## config.mk

```make
export PLATFORM = sky130hd
export DESIGN_NAME = modbus_slave_exception_clock
export DESIGN_NICKNAME = d
export VERILOG_FILES = /design/src/modbus_slave_exception_clock_pkg.sv /design/src/clock_calendar.sv /design/src/modbus_slave_exception_clock.sv
export VERILOG_INCLUDE_DIRS = /design/src /design/src/src
export SDC_FILE = /design/constraint.sdc
export NUM_CORES = 1
export LEC_CHECK = 0
export BUFFER_PORTS_ARGS = -buffer_cell sky130_fd_sc_hd__buf_2
export CELL_PAD_IN_SITES_DETAIL_PLACEMENT = 0
export CELL_PAD_IN_SITES_GLOBAL_PLACEMENT = 1
export CORE_ASPECT_RATIO = 1.1
export CORE_MARGIN = 10
export CORE_UTILIZATION = 40
export CTS_CLUSTER_DIAMETER = 100
export DETAILED_ROUTE_END_ITERATION = 8
export GPL_TIMING_DRIVEN = 0
export PLACE_DENSITY = 0.81
export SLEW_MARGIN = 20
export SYNTH_ARGS = -nofsm -noshare
export SYNTH_HDL_FRONTEND = slang
export SYNTH_SLANG_ARGS = --single-unit
```

## constraint.sdc

```tcl
create_clock -name i_core_clk -period 4.4 [get_ports i_core_clk]
set_input_delay 0.22 -clock i_core_clk [delete_from_list [all_inputs] [get_ports i_core_clk]]
set_output_delay 0.22 -clock i_core_clk [all_outputs]
set_load 0.005 [all_outputs]
```

## src/modbus_slave_exception_clock_map.svh

```systemverilog
/*
 * register offsets, value limits, reset values and timing counts of the
 * slave exception checker and its calendar clock.
 * assumes inclusion by bare name from the design modules, the monitor and the bench.
 */
`ifndef MODBUS_SLAVE_EXCEPTION_CLOCK_MAP_SVH
`define MODBUS_SLAVE_EXCEPTION_CLOCK_MAP_SVH

// ==========================================================================
// register offsets (word addresses on the serial link)
`define OFS_CLOCK_HOURS_VALUE 16'h4010
`define OFS_CLOCK_MINUTES_VALUE 16'h4011
`define OFS_CLOCK_SECONDS_VALUE 16'h4012
`define OFS_CLOCK_DAY_OF_MONTH 16'h4013
`define OFS_CLOCK_YEAR_VALUE 16'h4014
`define OFS_ZONE_OFFSET_FROM_UTC 16'h4015
`define OFS_CLOCK_MONTH_SELECT 16'h4089

// ==========================================================================
// value limits
`define LIM_HOURS_MAX 16'h0017
`define LIM_MIN_SEC_MAX 16'h003B
`define LIM_DAY_MIN 16'h0001
`define LIM_DAY_MAX 16'h001F
`define LIM_MONTH_MAX 16'h000C
`define LIM_YEAR_MIN 16'h07D5
`define LIM_YEAR_MAX 16'h0833
`define LIM_ZONE_MIN 16'hFB50
`define LIM_ZONE_MAX 16'h0514

// ==========================================================================
// reset values
`define RST_HOURS 16'h0000
`define RST_MINUTES 16'h0000
`define RST_SECONDS 16'h0000
`define RST_DAY 16'h0001
`define RST_MONTH 16'h0001
`define RST_YEAR 16'h07D5
`define RST_ZONE 16'h0000

// ==========================================================================
// function codes, exception flag and timing
`define FC_READ_HOLDING 8'h03
`define FC_WRITE_SINGLE 8'h06
`define FC_READ_RECORD 8'h14
`define EXC_FLAG 8'h80
`define REPLY_BUF_WORDS 16
`define SECOND_TIME_MS 1000
`define CLK_FREQ_KHZ 25000
`define TICK_CYCLES (`SECOND_TIME_MS * `CLK_FREQ_KHZ)

`endif

```

## src/modbus_slave_exception_clock_pkg.sv

```systemverilog
/*
 * types shared by the exception checker and its calendar clock.
 * uses no macro of the map header and does not include it.
 */
`default_nettype none
package modbus_slave_exception_clock_pkg;

	// ======================================================================
	// calendar field selector for loads
	typedef enum logic [2:0] {
		FLD_HOURS = 3'h0,
		FLD_MINUTES = 3'h1,
		FLD_SECONDS = 3'h2,
		FLD_DAY = 3'h3,
		FLD_YEAR = 3'h4,
		FLD_MONTH = 3'h5
	} clock_field_t;

	// ======================================================================
	// exception codes returned in the data field
	typedef enum logic [7:0] {
		EXC_NONE = 8'h00,
		EXC_ILLEGAL_FUNCTION = 8'h01,
		EXC_ILLEGAL_ADDRESS = 8'h02,
		EXC_ILLEGAL_VALUE = 8'h03,
		EXC_DEVICE_FAILURE = 8'h04,
		EXC_DEVICE_BUSY = 8'h06,
		EXC_NEG_ACK = 8'h07,
		EXC_BUFFER_OVERFLOW = 8'h09
	} exc_code_t;

	// ======================================================================
	// request handling states, one-hot
	typedef enum logic [2:0] {
		ST_IDLE = 3'b001,
		ST_CHECK = 3'b010,
		ST_REPLY = 3'b100
	} req_state_t;

endpackage
`default_nettype wire

```

## src/clock_calendar.sv

```systemverilog
/*
 * calendar clock: seconds, minutes, hours, day, month and year counters
 * advanced by a one-second prescaler, with single-field loads.
 * assumes loads arrive already range-checked from the request checker.
 */
`timescale 1ns/100ps
`default_nettype none
`include "modbus_slave_exception_clock_map.svh"

module clock_calendar
#(
	parameter int unsigned TICK_CYCLES = `TICK_CYCLES
)
(
	input wire logic i_core_clk,
	input wire logic i_resetn,
	input wire logic i_load,
	input wire modbus_slave_exception_clock_pkg::clock_field_t i_load_sel,
	input wire logic [15:0] i_load_val,
	output logic [15:0] o_hours,
	output logic [15:0] o_minutes,
	output logic [15:0] o_seconds,
	output logic [15:0] o_day,
	output logic [15:0] o_month,
	output logic [15:0] o_year
);
	import modbus_slave_exception_clock_pkg::*;

	logic [31:0] presc_q;
	logic tick_q;
	logic [15:0] hours_q, minutes_q, seconds_q, day_q, month_q, year_q;
	logic [15:0] last_day;
	logic leap;

	// ======================================================================
	// one-second prescaler
	always_ff @(posedge i_core_clk or negedge i_resetn)
	begin
		if (!i_resetn)
		begin
			presc_q <= 32'h0000_0000;
			tick_q <= 1'b0;
		end
		else if (presc_q == 32'(TICK_CYCLES - 1))
		begin
			presc_q <= 32'h0000_0000;
			tick_q <= 1'b1;
		end
		else
		begin
			presc_q <= presc_q + 32'h0000_0001;
			tick_q <= 1'b0;
		end
	end

	// length of the running month; month 0 (unused) counts as 31 days
	assign leap = (year_q[1:0] == 2'b00); // exact for 2005 to 2099
	always_comb
	begin
		case (month_q)
			16'h0002: last_day = leap ? 16'h001D : 16'h001C;
			16'h0004, 16'h0006, 16'h0009, 16'h000B: last_day = 16'h001E;
			default: last_day = `LIM_DAY_MAX;
		endcase
	end

	// ======================================================================
	// counters; a load wins over the tick of the same cycle
	always_ff @(posedge i_core_clk or negedge i_resetn)
	begin
		if (!i_resetn)
		begin
			hours_q <= `RST_HOURS;
			minutes_q <= `RST_MINUTES;
			seconds_q <= `RST_SECONDS;
			day_q <= `RST_DAY;
			month_q <= `RST_MONTH;
			year_q <= `RST_YEAR;
		end
		else if (i_load)
		begin
			case (i_load_sel)
				FLD_HOURS: hours_q <= i_load_val;
				FLD_MINUTES: minutes_q <= i_load_val;
				FLD_SECONDS: seconds_q <= i_load_val;
				FLD_DAY: day_q <= i_load_val;
				FLD_YEAR: year_q <= i_load_val;
				FLD_MONTH: month_q <= i_load_val;
				default: hours_q <= hours_q;
			endcase
		end
		else if (tick_q)
		begin
			seconds_q <= seconds_q + 16'h0001;
			if (seconds_q >= `LIM_MIN_SEC_MAX)
			begin
				seconds_q <= 16'h0000;
				minutes_q <= minutes_q + 16'h0001;
				if (minutes_q >= `LIM_MIN_SEC_MAX)
				begin
					minutes_q <= 16'h0000;
					hours_q <= hours_q + 16'h0001;
					if (hours_q >= `LIM_HOURS_MAX)
					begin
						hours_q <= 16'h0000;
						day_q <= day_q + 16'h0001;
						// an unused month never carries into the year
						if (day_q >= last_day)
						begin
							day_q <= `LIM_DAY_MIN;
							if (month_q != 16'h0000)
							begin
								month_q <= month_q + 16'h0001;
								if (month_q >= `LIM_MONTH_MAX)
								begin
									month_q <= 16'h0001;
									// past the last year the clock wraps
									year_q <= (year_q >= `LIM_YEAR_MAX) ?
										`LIM_YEAR_MIN :
										year_q + 16'h0001;
								end
							end
						end
					end
				end
			end
		end
	end

	assign o_hours = hours_q;
	assign o_minutes = minutes_q;
	assign o_seconds = seconds_q;
	assign o_day = day_q;
	assign o_month = month_q;
	assign o_year = year_q;

endmodule
`default_nettype wire

```

## src/modbus_slave_exception_clock.sv

```systemverilog
/*
 * request checker of a serial slave: decides between a normal reply, an
 * exception reply and silence, and serves the calendar clock registers.
 * assumes a framer in front that delivers one decoded request per pulse
 * with its error flag, and a sender behind that forms the reply frame.
 */
`timescale 1ns/100ps
`default_nettype none
`include "modbus_slave_exception_clock_map.svh"

module modbus_slave_exception_clock
#(
	parameter int unsigned TICK_CYCLES = `TICK_CYCLES,
	parameter int unsigned BUF_WORDS = `REPLY_BUF_WORDS
)
(
	input wire logic i_core_clk,
	input wire logic i_resetn,
	input wire logic i_req_valid,
	input wire logic i_req_frame_err,
	input wire logic [7:0] i_req_func,
	input wire logic [15:0] i_req_addr,
	input wire logic [15:0] i_req_count,
	input wire logic [15:0] i_req_wdata,
	input wire logic i_dev_fault,
	input wire logic i_dev_busy,
	input wire logic i_dev_nak,
	output logic o_req_ready,
	output logic o_rsp_valid,
	output logic o_rsp_drop,
	output logic o_rsp_is_exc,
	output logic [7:0] o_rsp_func,
	output modbus_slave_exception_clock_pkg::exc_code_t o_rsp_code,
	output logic [15:0] o_rsp_data,
	output logic [15:0] o_zone_offset
);
	import modbus_slave_exception_clock_pkg::*;

	req_state_t state_q, state_d;
	logic frame_err_q, fault_q, busy_q, nak_q;
	logic [7:0] func_q;
	logic [15:0] addr_q, count_q, wdata_q;
	logic [15:0] zone_q;
	logic [15:0] hours, minutes, seconds, day, month, year;
	logic addr_ok, value_ok, is_zone;
	logic [15:0] read_val;
	clock_field_t fld;
	exc_code_t code_d;
	logic load;
	logic ready_q, rsp_valid_q, rsp_drop_q, rsp_is_exc_q;
	logic [7:0] rsp_func_q;
	exc_code_t rsp_code_q;
	logic [15:0] rsp_data_q;

	// ======================================================================
	// request sequencing: take, check, reply
	always_comb
	begin
		case (state_q)
			ST_IDLE: state_d = i_req_valid ? ST_CHECK : ST_IDLE;
			ST_CHECK: state_d = ST_REPLY;
			ST_REPLY: state_d = ST_IDLE;
			default: state_d = ST_IDLE;
		endcase
	end

	always_ff @(posedge i_core_clk or negedge i_resetn)
	begin
		if (!i_resetn)
			state_q <= ST_IDLE;
		else
			state_q <= state_d;
	end

	// ready is low from the take until the reply has gone out
	always_ff @(posedge i_core_clk or negedge i_resetn)
	begin
		if (!i_resetn)
			ready_q <= 1'b1;
		else
			ready_q <= (state_d == ST_IDLE);
	end

	// ======================================================================
	// request capture; device state is sampled with the request so a
	// status change mid-check cannot split one decision
	always_ff @(posedge i_core_clk or negedge i_resetn)
	begin
		if (!i_resetn)
		begin
			frame_err_q <= 1'b0;
			fault_q <= 1'b0;
			busy_q <= 1'b0;
			nak_q <= 1'b0;
			func_q <= 8'h00;
			addr_q <= 16'h0000;
			count_q <= 16'h0000;
			wdata_q <= 16'h0000;
		end
		else if (state_q == ST_IDLE && i_req_valid)
		begin
			frame_err_q <= i_req_frame_err;
			fault_q <= i_dev_fault;
			busy_q <= i_dev_busy;
			nak_q <= i_dev_nak;
			func_q <= i_req_func;
			addr_q <= i_req_addr;
			count_q <= i_req_count;
			wdata_q <= i_req_wdata;
		end
	end

	// ======================================================================
	// address decode, readback and per-field range check
	always_comb
	begin
		addr_ok = 1'b1;
		value_ok = 1'b0;
		is_zone = 1'b0;
		fld = FLD_HOURS;
		read_val = 16'h0000;
		case (addr_q)
			`OFS_CLOCK_HOURS_VALUE:
			begin
				read_val = hours;
				value_ok = (wdata_q <= `LIM_HOURS_MAX);
			end
			`OFS_CLOCK_MINUTES_VALUE:
			begin
				fld = FLD_MINUTES;
				read_val = minutes;
				value_ok = (wdata_q <= `LIM_MIN_SEC_MAX);
			end
			`OFS_CLOCK_SECONDS_VALUE:
			begin
				fld = FLD_SECONDS;
				read_val = seconds;
				value_ok = (wdata_q <= `LIM_MIN_SEC_MAX);
			end
			`OFS_CLOCK_DAY_OF_MONTH:
			begin
				fld = FLD_DAY;
				read_val = day;
				value_ok = (wdata_q >= `LIM_DAY_MIN) &&
					(wdata_q <= `LIM_DAY_MAX);
			end
			`OFS_CLOCK_YEAR_VALUE:
			begin
				fld = FLD_YEAR;
				read_val = year;
				value_ok = (wdata_q >= `LIM_YEAR_MIN) &&
					(wdata_q <= `LIM_YEAR_MAX);
			end
			`OFS_CLOCK_MONTH_SELECT:
			begin
				fld = FLD_MONTH;
				read_val = month;
				value_ok = (wdata_q <= `LIM_MONTH_MAX);
			end
			`OFS_ZONE_OFFSET_FROM_UTC:
			begin
				is_zone = 1'b1;
				read_val = zone_q;
				// signed hhmm compare
				value_ok = ($signed(wdata_q) >= $signed(`LIM_ZONE_MIN)) &&
					($signed(wdata_q) <= $signed(`LIM_ZONE_MAX));
			end
			default: addr_ok = 1'b0;
		endcase
	end

	// ======================================================================
	// exception decision, first match wins: function, device state,
	// address, then count or value
	always_comb
	begin
		code_d = EXC_NONE;
		if (func_q != `FC_READ_HOLDING && func_q != `FC_WRITE_SINGLE &&
			func_q != `FC_READ_RECORD)
			code_d = EXC_ILLEGAL_FUNCTION;
		else if (fault_q)
			code_d = EXC_DEVICE_FAILURE;
		else if (busy_q)
			code_d = EXC_DEVICE_BUSY;
		else if (nak_q)
			code_d = EXC_NEG_ACK;
		else if (!addr_ok)
			code_d = EXC_ILLEGAL_ADDRESS;
		else if (func_q == `FC_READ_RECORD)
		begin
			if (count_q > 16'(BUF_WORDS))
				code_d = EXC_BUFFER_OVERFLOW;
		end
		else if (func_q == `FC_READ_HOLDING)
		begin
			// one register per read: any other quantity is a bad value
			if (count_q != 16'h0001)
				code_d = EXC_ILLEGAL_VALUE;
		end
		else if (!value_ok)
			code_d = EXC_ILLEGAL_VALUE;
	end

	// an accepted write lands in the check cycle; rejected ones never do
	assign load = (state_q == ST_CHECK) && !frame_err_q &&
		(func_q == `FC_WRITE_SINGLE) && (code_d == EXC_NONE) && !is_zone;

	// ======================================================================
	// zone offset: stored and read back only, steers nothing else
	always_ff @(posedge i_core_clk or negedge i_resetn)
	begin
		if (!i_resetn)
			zone_q <= `RST_ZONE;
		else if ((state_q == ST_CHECK) && !frame_err_q && is_zone &&
			(func_q == `FC_WRITE_SINGLE) && (code_d == EXC_NONE))
			zone_q <= wdata_q;
	end

	clock_calendar #(
		.TICK_CYCLES(TICK_CYCLES)
	) u_calendar (
		.i_core_clk(i_core_clk),
		.i_resetn(i_resetn),
		.i_load(load),
		.i_load_sel(fld),
		.i_load_val(wdata_q),
		.o_hours(hours),
		.o_minutes(minutes),
		.o_seconds(seconds),
		.o_day(day),
		.o_month(month),
		.o_year(year)
	);

	// ======================================================================
	// reply build; a corrupted frame is dropped without any reply
	always_ff @(posedge i_core_clk or negedge i_resetn)
	begin
		if (!i_resetn)
		begin
			rsp_valid_q <= 1'b0;
			rsp_drop_q <= 1'b0;
			rsp_is_exc_q <= 1'b0;
			rsp_func_q <= 8'h00;
			rsp_code_q <= EXC_NONE;
			rsp_data_q <= 16'h0000;
		end
		else if (state_q == ST_CHECK)
		begin
			rsp_valid_q <= !frame_err_q;
			rsp_drop_q <= frame_err_q;
			rsp_is_exc_q <= !frame_err_q && (code_d != EXC_NONE);
			if (code_d != EXC_NONE)
			begin
				rsp_func_q <= func_q | `EXC_FLAG;
				rsp_code_q <= code_d;
				rsp_data_q <= {8'h00, code_d};
			end
			else
			begin
				rsp_func_q <= func_q;
				rsp_code_q <= EXC_NONE;
				// a write echoes its value, reads return the register
				rsp_data_q <= (func_q == `FC_WRITE_SINGLE) ?
					wdata_q : read_val;
			end
		end
		else
		begin
			rsp_valid_q <= 1'b0;
			rsp_drop_q <= 1'b0;
		end
	end

	assign o_req_ready = ready_q;
	assign o_rsp_valid = rsp_valid_q;
	assign o_rsp_drop = rsp_drop_q;
	assign o_rsp_is_exc = rsp_is_exc_q;
	assign o_rsp_func = rsp_func_q;
	assign o_rsp_code = rsp_code_q;
	assign o_rsp_data = rsp_data_q;
	assign o_zone_offset = zone_q;

endmodule
`default_nettype wire

```

# [After elaboration in Yosys (flattened, before gate mapping)]
# Cells that the tools add are included.
[totals] ff_bits=244 latchBits=0 ramBits=0 rom_bits=0 inputBits=63 out_inout_bits=52 wordCells=187 n_memories=0
[op_classes] add_sub_neg=7 multipliers=0 div_mod_pow=0 magnitude_cmp=16 eq_ne=34 shifts=0 n_mux=68 bitwise_logic=0 n_reduce_logical=37
[op_table] cell="$mux 16" count=43
[op_table] cell="$eq 16x15->1 const B" count=7
[op_table] cell="$pmux 16 s7" count=1
[op_table] cell="$add 16x1->16 const B" count=6
[op_table] cell="$mux 8" count=9
[op_table] cell="$add 32x1->32 const B" count=1
[op_table] cell="$eq 16x3->1 const B" count=2
[op_table] cell="$eq 16x4->1 const B" count=2
[op_table] cell="$eq 32x25->1 const B" count=1
[op_table] cell="$ge 16x12->1 const B" count=2
[op_table] cell="$ge 16x6->1 const B" count=2
[op_table] cell="$le 16x12->1 const B" count=2
[op_table] cell="$le 16x5->1 const B" count=2
[op_table] cell="$mux 32" count=1
[op_table] cell="$pmux 16 s2" count=1
[op_table] cell="$eq 16x2->1 const B" count=1
[op_table] cell="$ge 16x1->1 const B" count=1
[op_table] cell="$ge 16x11->1 const B" count=1
[op_table] cell="$ge 16x16->1" count=1
[op_table] cell="$ge 16x4->1 const B" count=1
[op_table] cell="$ge 16x5->1 const B" count=1
[op_table] cell="$gt 16x5->1 const B" count=1
[op_table] cell="$le 16x4->1 const B" count=1
[op_table] cell="$le 16x6->1 const B" count=1
[op_table] cell="34 further kinds" count=71

# [Depth between registers and ports, before layout]
[logic_depth] depth_word=16 mapped_depth=14 mapped_depth_nobuf=14

# [By module]
# From an unflattened synthesis, not the netlist that was laid out.
[hier_totals] hier_cells=1247 hier_area_um2=12505.7
[by_module_without_submodules] mod="clock_calendar" n_inst=1 cells_per_inst=725 area_per_inst_um2=6741.5
[by_module_without_submodules] mod="modbus_slave_exception_clock" n_inst=1 cells_per_inst=522 area_per_inst_um2=5764.3

# [Least setup slack after synthesis]
# Ideal clock, no wire load.
[synth_path] path_type="register -> register" start="register u_calendar.month_q[11], in the netlist u_calendar.o_month[11]" end="register u_calendar.year_q[7], in the netlist u_calendar.o_year[7]" arrival_time_ps=3263 setup_slack_ps=1051 stages_incl_launch_ff=14 path_cell_list="dfrtp_1 -> nor4_1 -> nand3_1 -> a21oi_1 -> a22oi_1 -> ha_1 -> nand2b_1 -> a21oi_1 -> o31ai_1 -> nand2_1 -> nor2_1 -> nand2b_1 -> o32ai_1 -> o21ai_0"
[synth_between] elab_chain_len=6 elab_cells_between_ends=14
[synth_rtl] element="start: declaration" line="clock_calendar.sv:31" text="logic [15:0] hours_q, minutes_q, seconds_q, day_q, month_q, year_q;"
[synth_rtl] element="start signal: assignment" line="clock_calendar.sv:77" text="month_q <= `RST_MONTH;"
[synth_rtl] element="start signal: assignment" line="clock_calendar.sv:88" text="FLD_MONTH: month_q <= i_load_val;"
[synth_rtl] element="start signal: assignment" line="clock_calendar.sv:113" text="month_q <= month_q + 16'h0001;"
[synth_rtl] element="$eq 16x3->1 / $eq 16x4->1 (equally long branches)" line="clock_calendar.sv:60" text="case (month_q)"
[synth_rtl] element="$reduce_or 4->1" line="clock_calendar.sv:60"
[synth_rtl] element="$pmux 16 s2" line="clock_calendar.sv:60"
[synth_rtl] element="$ge 16x16->1" line="clock_calendar.sv:108" text="if (day_q >= last_day)"
[synth_rtl] element="$reduce_bool 2->1 (no source line)"
[synth_rtl] element="$reduce_and 8->1 (no source line) *"
[synth_rtl] element="end signal: assignment" line="clock_calendar.sv:78" text="year_q <= `RST_YEAR;"
[synth_rtl] element="end signal: assignment" line="clock_calendar.sv:87" text="FLD_YEAR: year_q <= i_load_val;"
[synth_rtl] element="end signal: assignment" line="clock_calendar.sv:118" text="year_q <= (year_q >= `LIM_YEAR_MAX) ?"
[synth_rtl] element="end: declaration" line="clock_calendar.sv:31"
# Every way passes the cells marked *; elsewhere a longest branch is shown, timed or not.
# A chain may end at the register's enable or synchronous reset.

# [Worst setup path in the final report]
[layout_path] start="register wdata_q[4]" end="register u_calendar.day_q[3], in the netlist u_calendar.o_day[3]"
[layout_between] elab_chain_len=16 elab_cells_between_ends=31
[layout_rtl] element="start: declaration" line="modbus_slave_exception_clock.sv:42" text="logic [15:0] addr_q, count_q, wdata_q;"
[layout_rtl] element="start signal: assignment" line="modbus_slave_exception_clock.sv:109" text="wdata_q <= i_req_wdata;"
[layout_rtl] element="$ge 16x12->1, or another cell as far along" line="modbus_slave_exception_clock.sv:165" text="value_ok = ($signed(wdata_q) >= $signed(`LIM_ZONE_MIN)) &&"
[layout_rtl] element="$logic_and 1x1->1 (on tied branches)" line="modbus_slave_exception_clock.sv:165, modbus_slave_exception_clock.sv:144, modbus_slave_exception_clock.sv:151"
[layout_rtl] element="$pmux 1 s6 *" line="modbus_slave_exception_clock.sv:122" text="case (addr_q)"
[layout_rtl] element="$mux 2 *" line="modbus_slave_exception_clock.sv:200" text="else if (!value_ok)"
[layout_rtl] element="$mux 8 *" line="modbus_slave_exception_clock.sv:194" text="else if (func_q == `FC_READ_HOLDING)"
[layout_rtl] element="$mux 8 *" line="modbus_slave_exception_clock.sv:189" text="else if (func_q == `FC_READ_RECORD)"
[layout_rtl] element="$mux 8 *" line="modbus_slave_exception_clock.sv:187" text="else if (!addr_ok)"
[layout_rtl] element="$mux 8 *" line="modbus_slave_exception_clock.sv:185" text="else if (nak_q)"
[layout_rtl] element="$mux 8 *" line="modbus_slave_exception_clock.sv:183" text="else if (busy_q)"
[layout_rtl] element="$mux 8 *" line="modbus_slave_exception_clock.sv:181" text="else if (fault_q)"
[layout_rtl] element="$mux 8 *" line="modbus_slave_exception_clock.sv:178" text="if (func_q != `FC_READ_HOLDING && func_q != `FC_WRITE_SINGLE &&"
[layout_rtl] element="$logic_not 8->1 *" line="modbus_slave_exception_clock.sv:206" text="(func_q == `FC_WRITE_SINGLE) && (code_d == EXC_NONE) && !is_zone;"
[layout_rtl] element="$logic_and 1x1->1 * (2 in series)" line="modbus_slave_exception_clock.sv:205" text="assign load = (state_q == ST_CHECK) && !frame_err_q &&"
[layout_rtl] element="$ne 2x1->1 (no source line) / $reduce_bool 2->1 (equally long branches)"
[layout_rtl] element="$reduce_and 5->1 (no source line)"
[layout_rtl] element="end signal: assignment" line="clock_calendar.sv:86" text="FLD_DAY: day_q <= i_load_val;"
[layout_rtl] element="end signal: assignment" line="clock_calendar.sv:106" text="day_q <= day_q + 16'h0001;"
[layout_rtl] element="end signal: assignment" line="clock_calendar.sv:110" text="day_q <= `LIM_DAY_MIN;"
[layout_rtl] element="end: declaration" line="clock_calendar.sv:31"
# Marked as above.

==> flow_summary.toml <==
[routing]
firstDrtPassIters = 5
drt_wl_total_um = 36100
drt-initial-drc-count = 866
postRouteAntennaNets = 0
vias = 10000
viasPerCell = 5.67
wl_per_cell_um = 20.4
drc_errors = 0

[clock_network]
root_buffer = "clkbuf_16"
numCtsBuffers = 28
cts-htree-levels = 1
clkSlewWorstSetupHoldPaths_ns = 0.06
cts_sinks = 240
cts_tree = "done"
post-cts-setup-buffers = 0
cts_buffer_depth = 3
clock_latency_ns = 0.55

[worst_setup_path]
cp_data_arrival_time_ns = 4.53
worstSetupEndpointType = "flip-flop"
crit_path_max_fanout = 10
worstPathRequired_ns = 4.82
path_class = "reg2reg"
start_kind = "flip-flop"

[synthesis]
syn_inst = 1167
synthTopCellsByArea = "dfrtp_1 47%, mux2_2 8.9%, nand2_1 3.2%"
yosysTopAreaCell = "dfrtp_1"
ys_seq_elements = 240
ys.flop_type = "dfrtp_1"
synth_edf_count = 0
avgSynthCellArea_sq_um = 10.3
yosysMostFrequentCell = "dfrtp_1"
ys_seq_area_share_pct = 50.0
async_flop_share_pct = 100
yosys_warnings = 0
yosys.area.top_type_share_pct = 47.4
synth.distinct_cells = 82
synthTopCellsByCount = "228 x dfrtp_1, 102 x nand2_1, 95 x mux2_2, 82 x nor2_1, 58 x o21ai_0"
syn_area_sq_um = 12000

[placed_design]
port_buffers = 110
dp.cells = 1656
hpwl_um = 26100
gp_congestion = 0.893

[sta]
setup_viol = 0
worstMarginPinSlew_ns = 0.978
fin_crit_ns = 4.11
final_max_slew_viol_count = 0
whs_ns = 0.171
hold_violations = 0
timing.clock.skew_ns = 0.0147
clock.fmax_mhz = 243
slew-limit-headroom_pct = 34.3
rsz0062_at_grt = "no"
fin_crit_sh_pct = 93.4

[die]
ioPinCount = 115
dieArea_sq_um = 37400
coreArea_sq_um = 29600
dieWidth_um = 185
die_h_um = 202
fp-row-count = 66
start_util_pct = 40.6

[outcome]
run_status = "finished, final reports clean"

[finish]
nets = 1449
stdcell_count = 1769
drive_gt1_share_pct = 21.9
area_growth_pct = 22.4
post-route-util_pct = 49.7

[power_and_ir_drop]
p_leak_nw = 6.65
peakVddDrop_uv = 389
cellPowerDensity_nw_per_um2 = 455
finalPower_w = 0.00670

[global_route]
grt_use_total_pct = 19.3
grt_overflow = 0
grt_pass1_wl_um = 58200
antenna_found_initial = 2
grt_pass1_vias = 10400
grt_max_degree = 104

[job]
drv_cap = 0

[worst_hold_path]
hp-class = "in2async"
[area by class of cell]
type / instances / area (sq um)
fillers: 2699 / 14900
flip-flops and latches: 240 / 6020
multi-input cells: 831 / 5650
repair buffers: 173 / 1230
clock buffers: 41 / 831
well taps: 374 / 468
plain buffers: 72 / 315
clock inverters: 9 / 120
inverters: 27 / 101
diodes: 2 / 5.00
[through the flow]
step | area [sq um] | worst slack, ns | TNS (ns)
4_1_cts | 14700 | 0.0294 | 0
2_1_floorplan | 12000 | 1.05 | 0
6_report | 14700 | 0.289 | 0
3_3_place_gp | 13100 | -1.21 | -270.01
3_5_place_dp | 13100 | 0.0163 | 0
5_1_grt | 14700 | 0.0434 | 0
[cell usage in the layout (no fill, tap or decap), types with 12 or more instances in the layout]
master | Yosys | layout
o21ai_0 | 58 | 58
nand2_1 | 102 | 102
dlygate4sd3_1 | 0 | 61
nor4_1 | 27 | 26
a21oi_1 | 38 | 37
a22oi_1 | 30 | 30
inv_1 | 27 | 27
a221oi_1 | 17 | 17
clkbuf_1 | 51 | 57
xnor2_1 | 19 | 19
and3_1 | 37 | 37
clkbuf_16 | 0 | 29
and2_1 | 43 | 43
nor3_1 | 21 | 20
nor2_1 | 82 | 81
ha_1 | 13 | 13
mux2_2 | 95 | 95
nand3_1 | 49 | 49
dfrtp_1 | 228 | 228
nand4_1 | 16 | 16
o211ai_1 | 22 | 22
dfstp_2 | 12 | 12
buf_2 | 9 | 118
[cells by family after synthesis]
family / share of synthesized area (%)
adder cells (fa/ha/maj): 1.35
AO/OA/AOI/OAI: 14.1
XOR/XNOR: 2.04
buffers and inverters: 3.46
flip-flops: 50.0
multiplexers: 9.68
other: 0.0312
AND/OR/NAND/NOR: 19.3
[flip-flops by register name, indices dropped and copies added, names as in the netlist, 4 cells and up]
register,flops
o_zone_offset,16
o_rsp_code,4
o_rsp_data,16
func_q,8
u_calendar.o_seconds,16
u_calendar.o_year,16
o_rsp_func,8
wdata_q,16
u_calendar.presc_q,32
u_calendar.o_day,16
u_calendar.o_month,16
addr_q,16
u_calendar.o_hours,16
u_calendar.o_minutes,16
count_q,16
[critical path, cell delays in order (launching register included)]
cell	delay [ns]
dfrtp_1	0.42
clkbuf_1	0.68
nor2_1	0.12
a21oi_1	0.16
a32oi_1	0.11
o41ai_4	0.46
o311ai_4	0.17
a211oi_2	0.73
nand4_1	0.50
clkbuf_1	0.36
o211ai_1	0.16
o21ai_0	0.11
[final timing paths]
kind | startpoint | endpoint | slack, ns | depth (start not counted)
max in group asynchronous | i_resetn | u_calendar.presc_q[21] | 3.37 | 3
min in group i_core_clk | i_req_wdata[9] | wdata_q[9] | 0.43 | 3
max | wdata_q[4] | u_calendar.o_day[3] | 0.29 | 11
max reg2reg | wdata_q[4] | u_calendar.o_day[3] | 0.29 | 11
min | i_resetn | u_calendar.o_hours[9] | 0.17 | 2
min reg2reg | o_rsp_func[6] | o_rsp_func[6] | 0.47 | 2
[routing by layer]
layer	part of all wire, %	vias up	GRT usage [%]
met3	5.9	81	3.18
met2	49	303	31.9
met5	0	-	0
li1	-	4696	-
met4	2.9	0	6.04
met1	42	4951	25.0
[report_power, final]
part,leakage (nW),internal (W),switching (W)
clock network,0.473,0.00147,0.000916
logic,3.04,0.000615,0.000775
registers,3.14,0.00257,0.000352
[what timing repair did]
item / 4_1_cts / 5_1_grt
gates resized for setup: 0 / 5
hold buffers: 61 / 0
endpoints found under the hold margin: 107 / 0
endpoints found under the setup margin: 0 / 31
No activity file was read; power rests on OpenSTA's default activity.
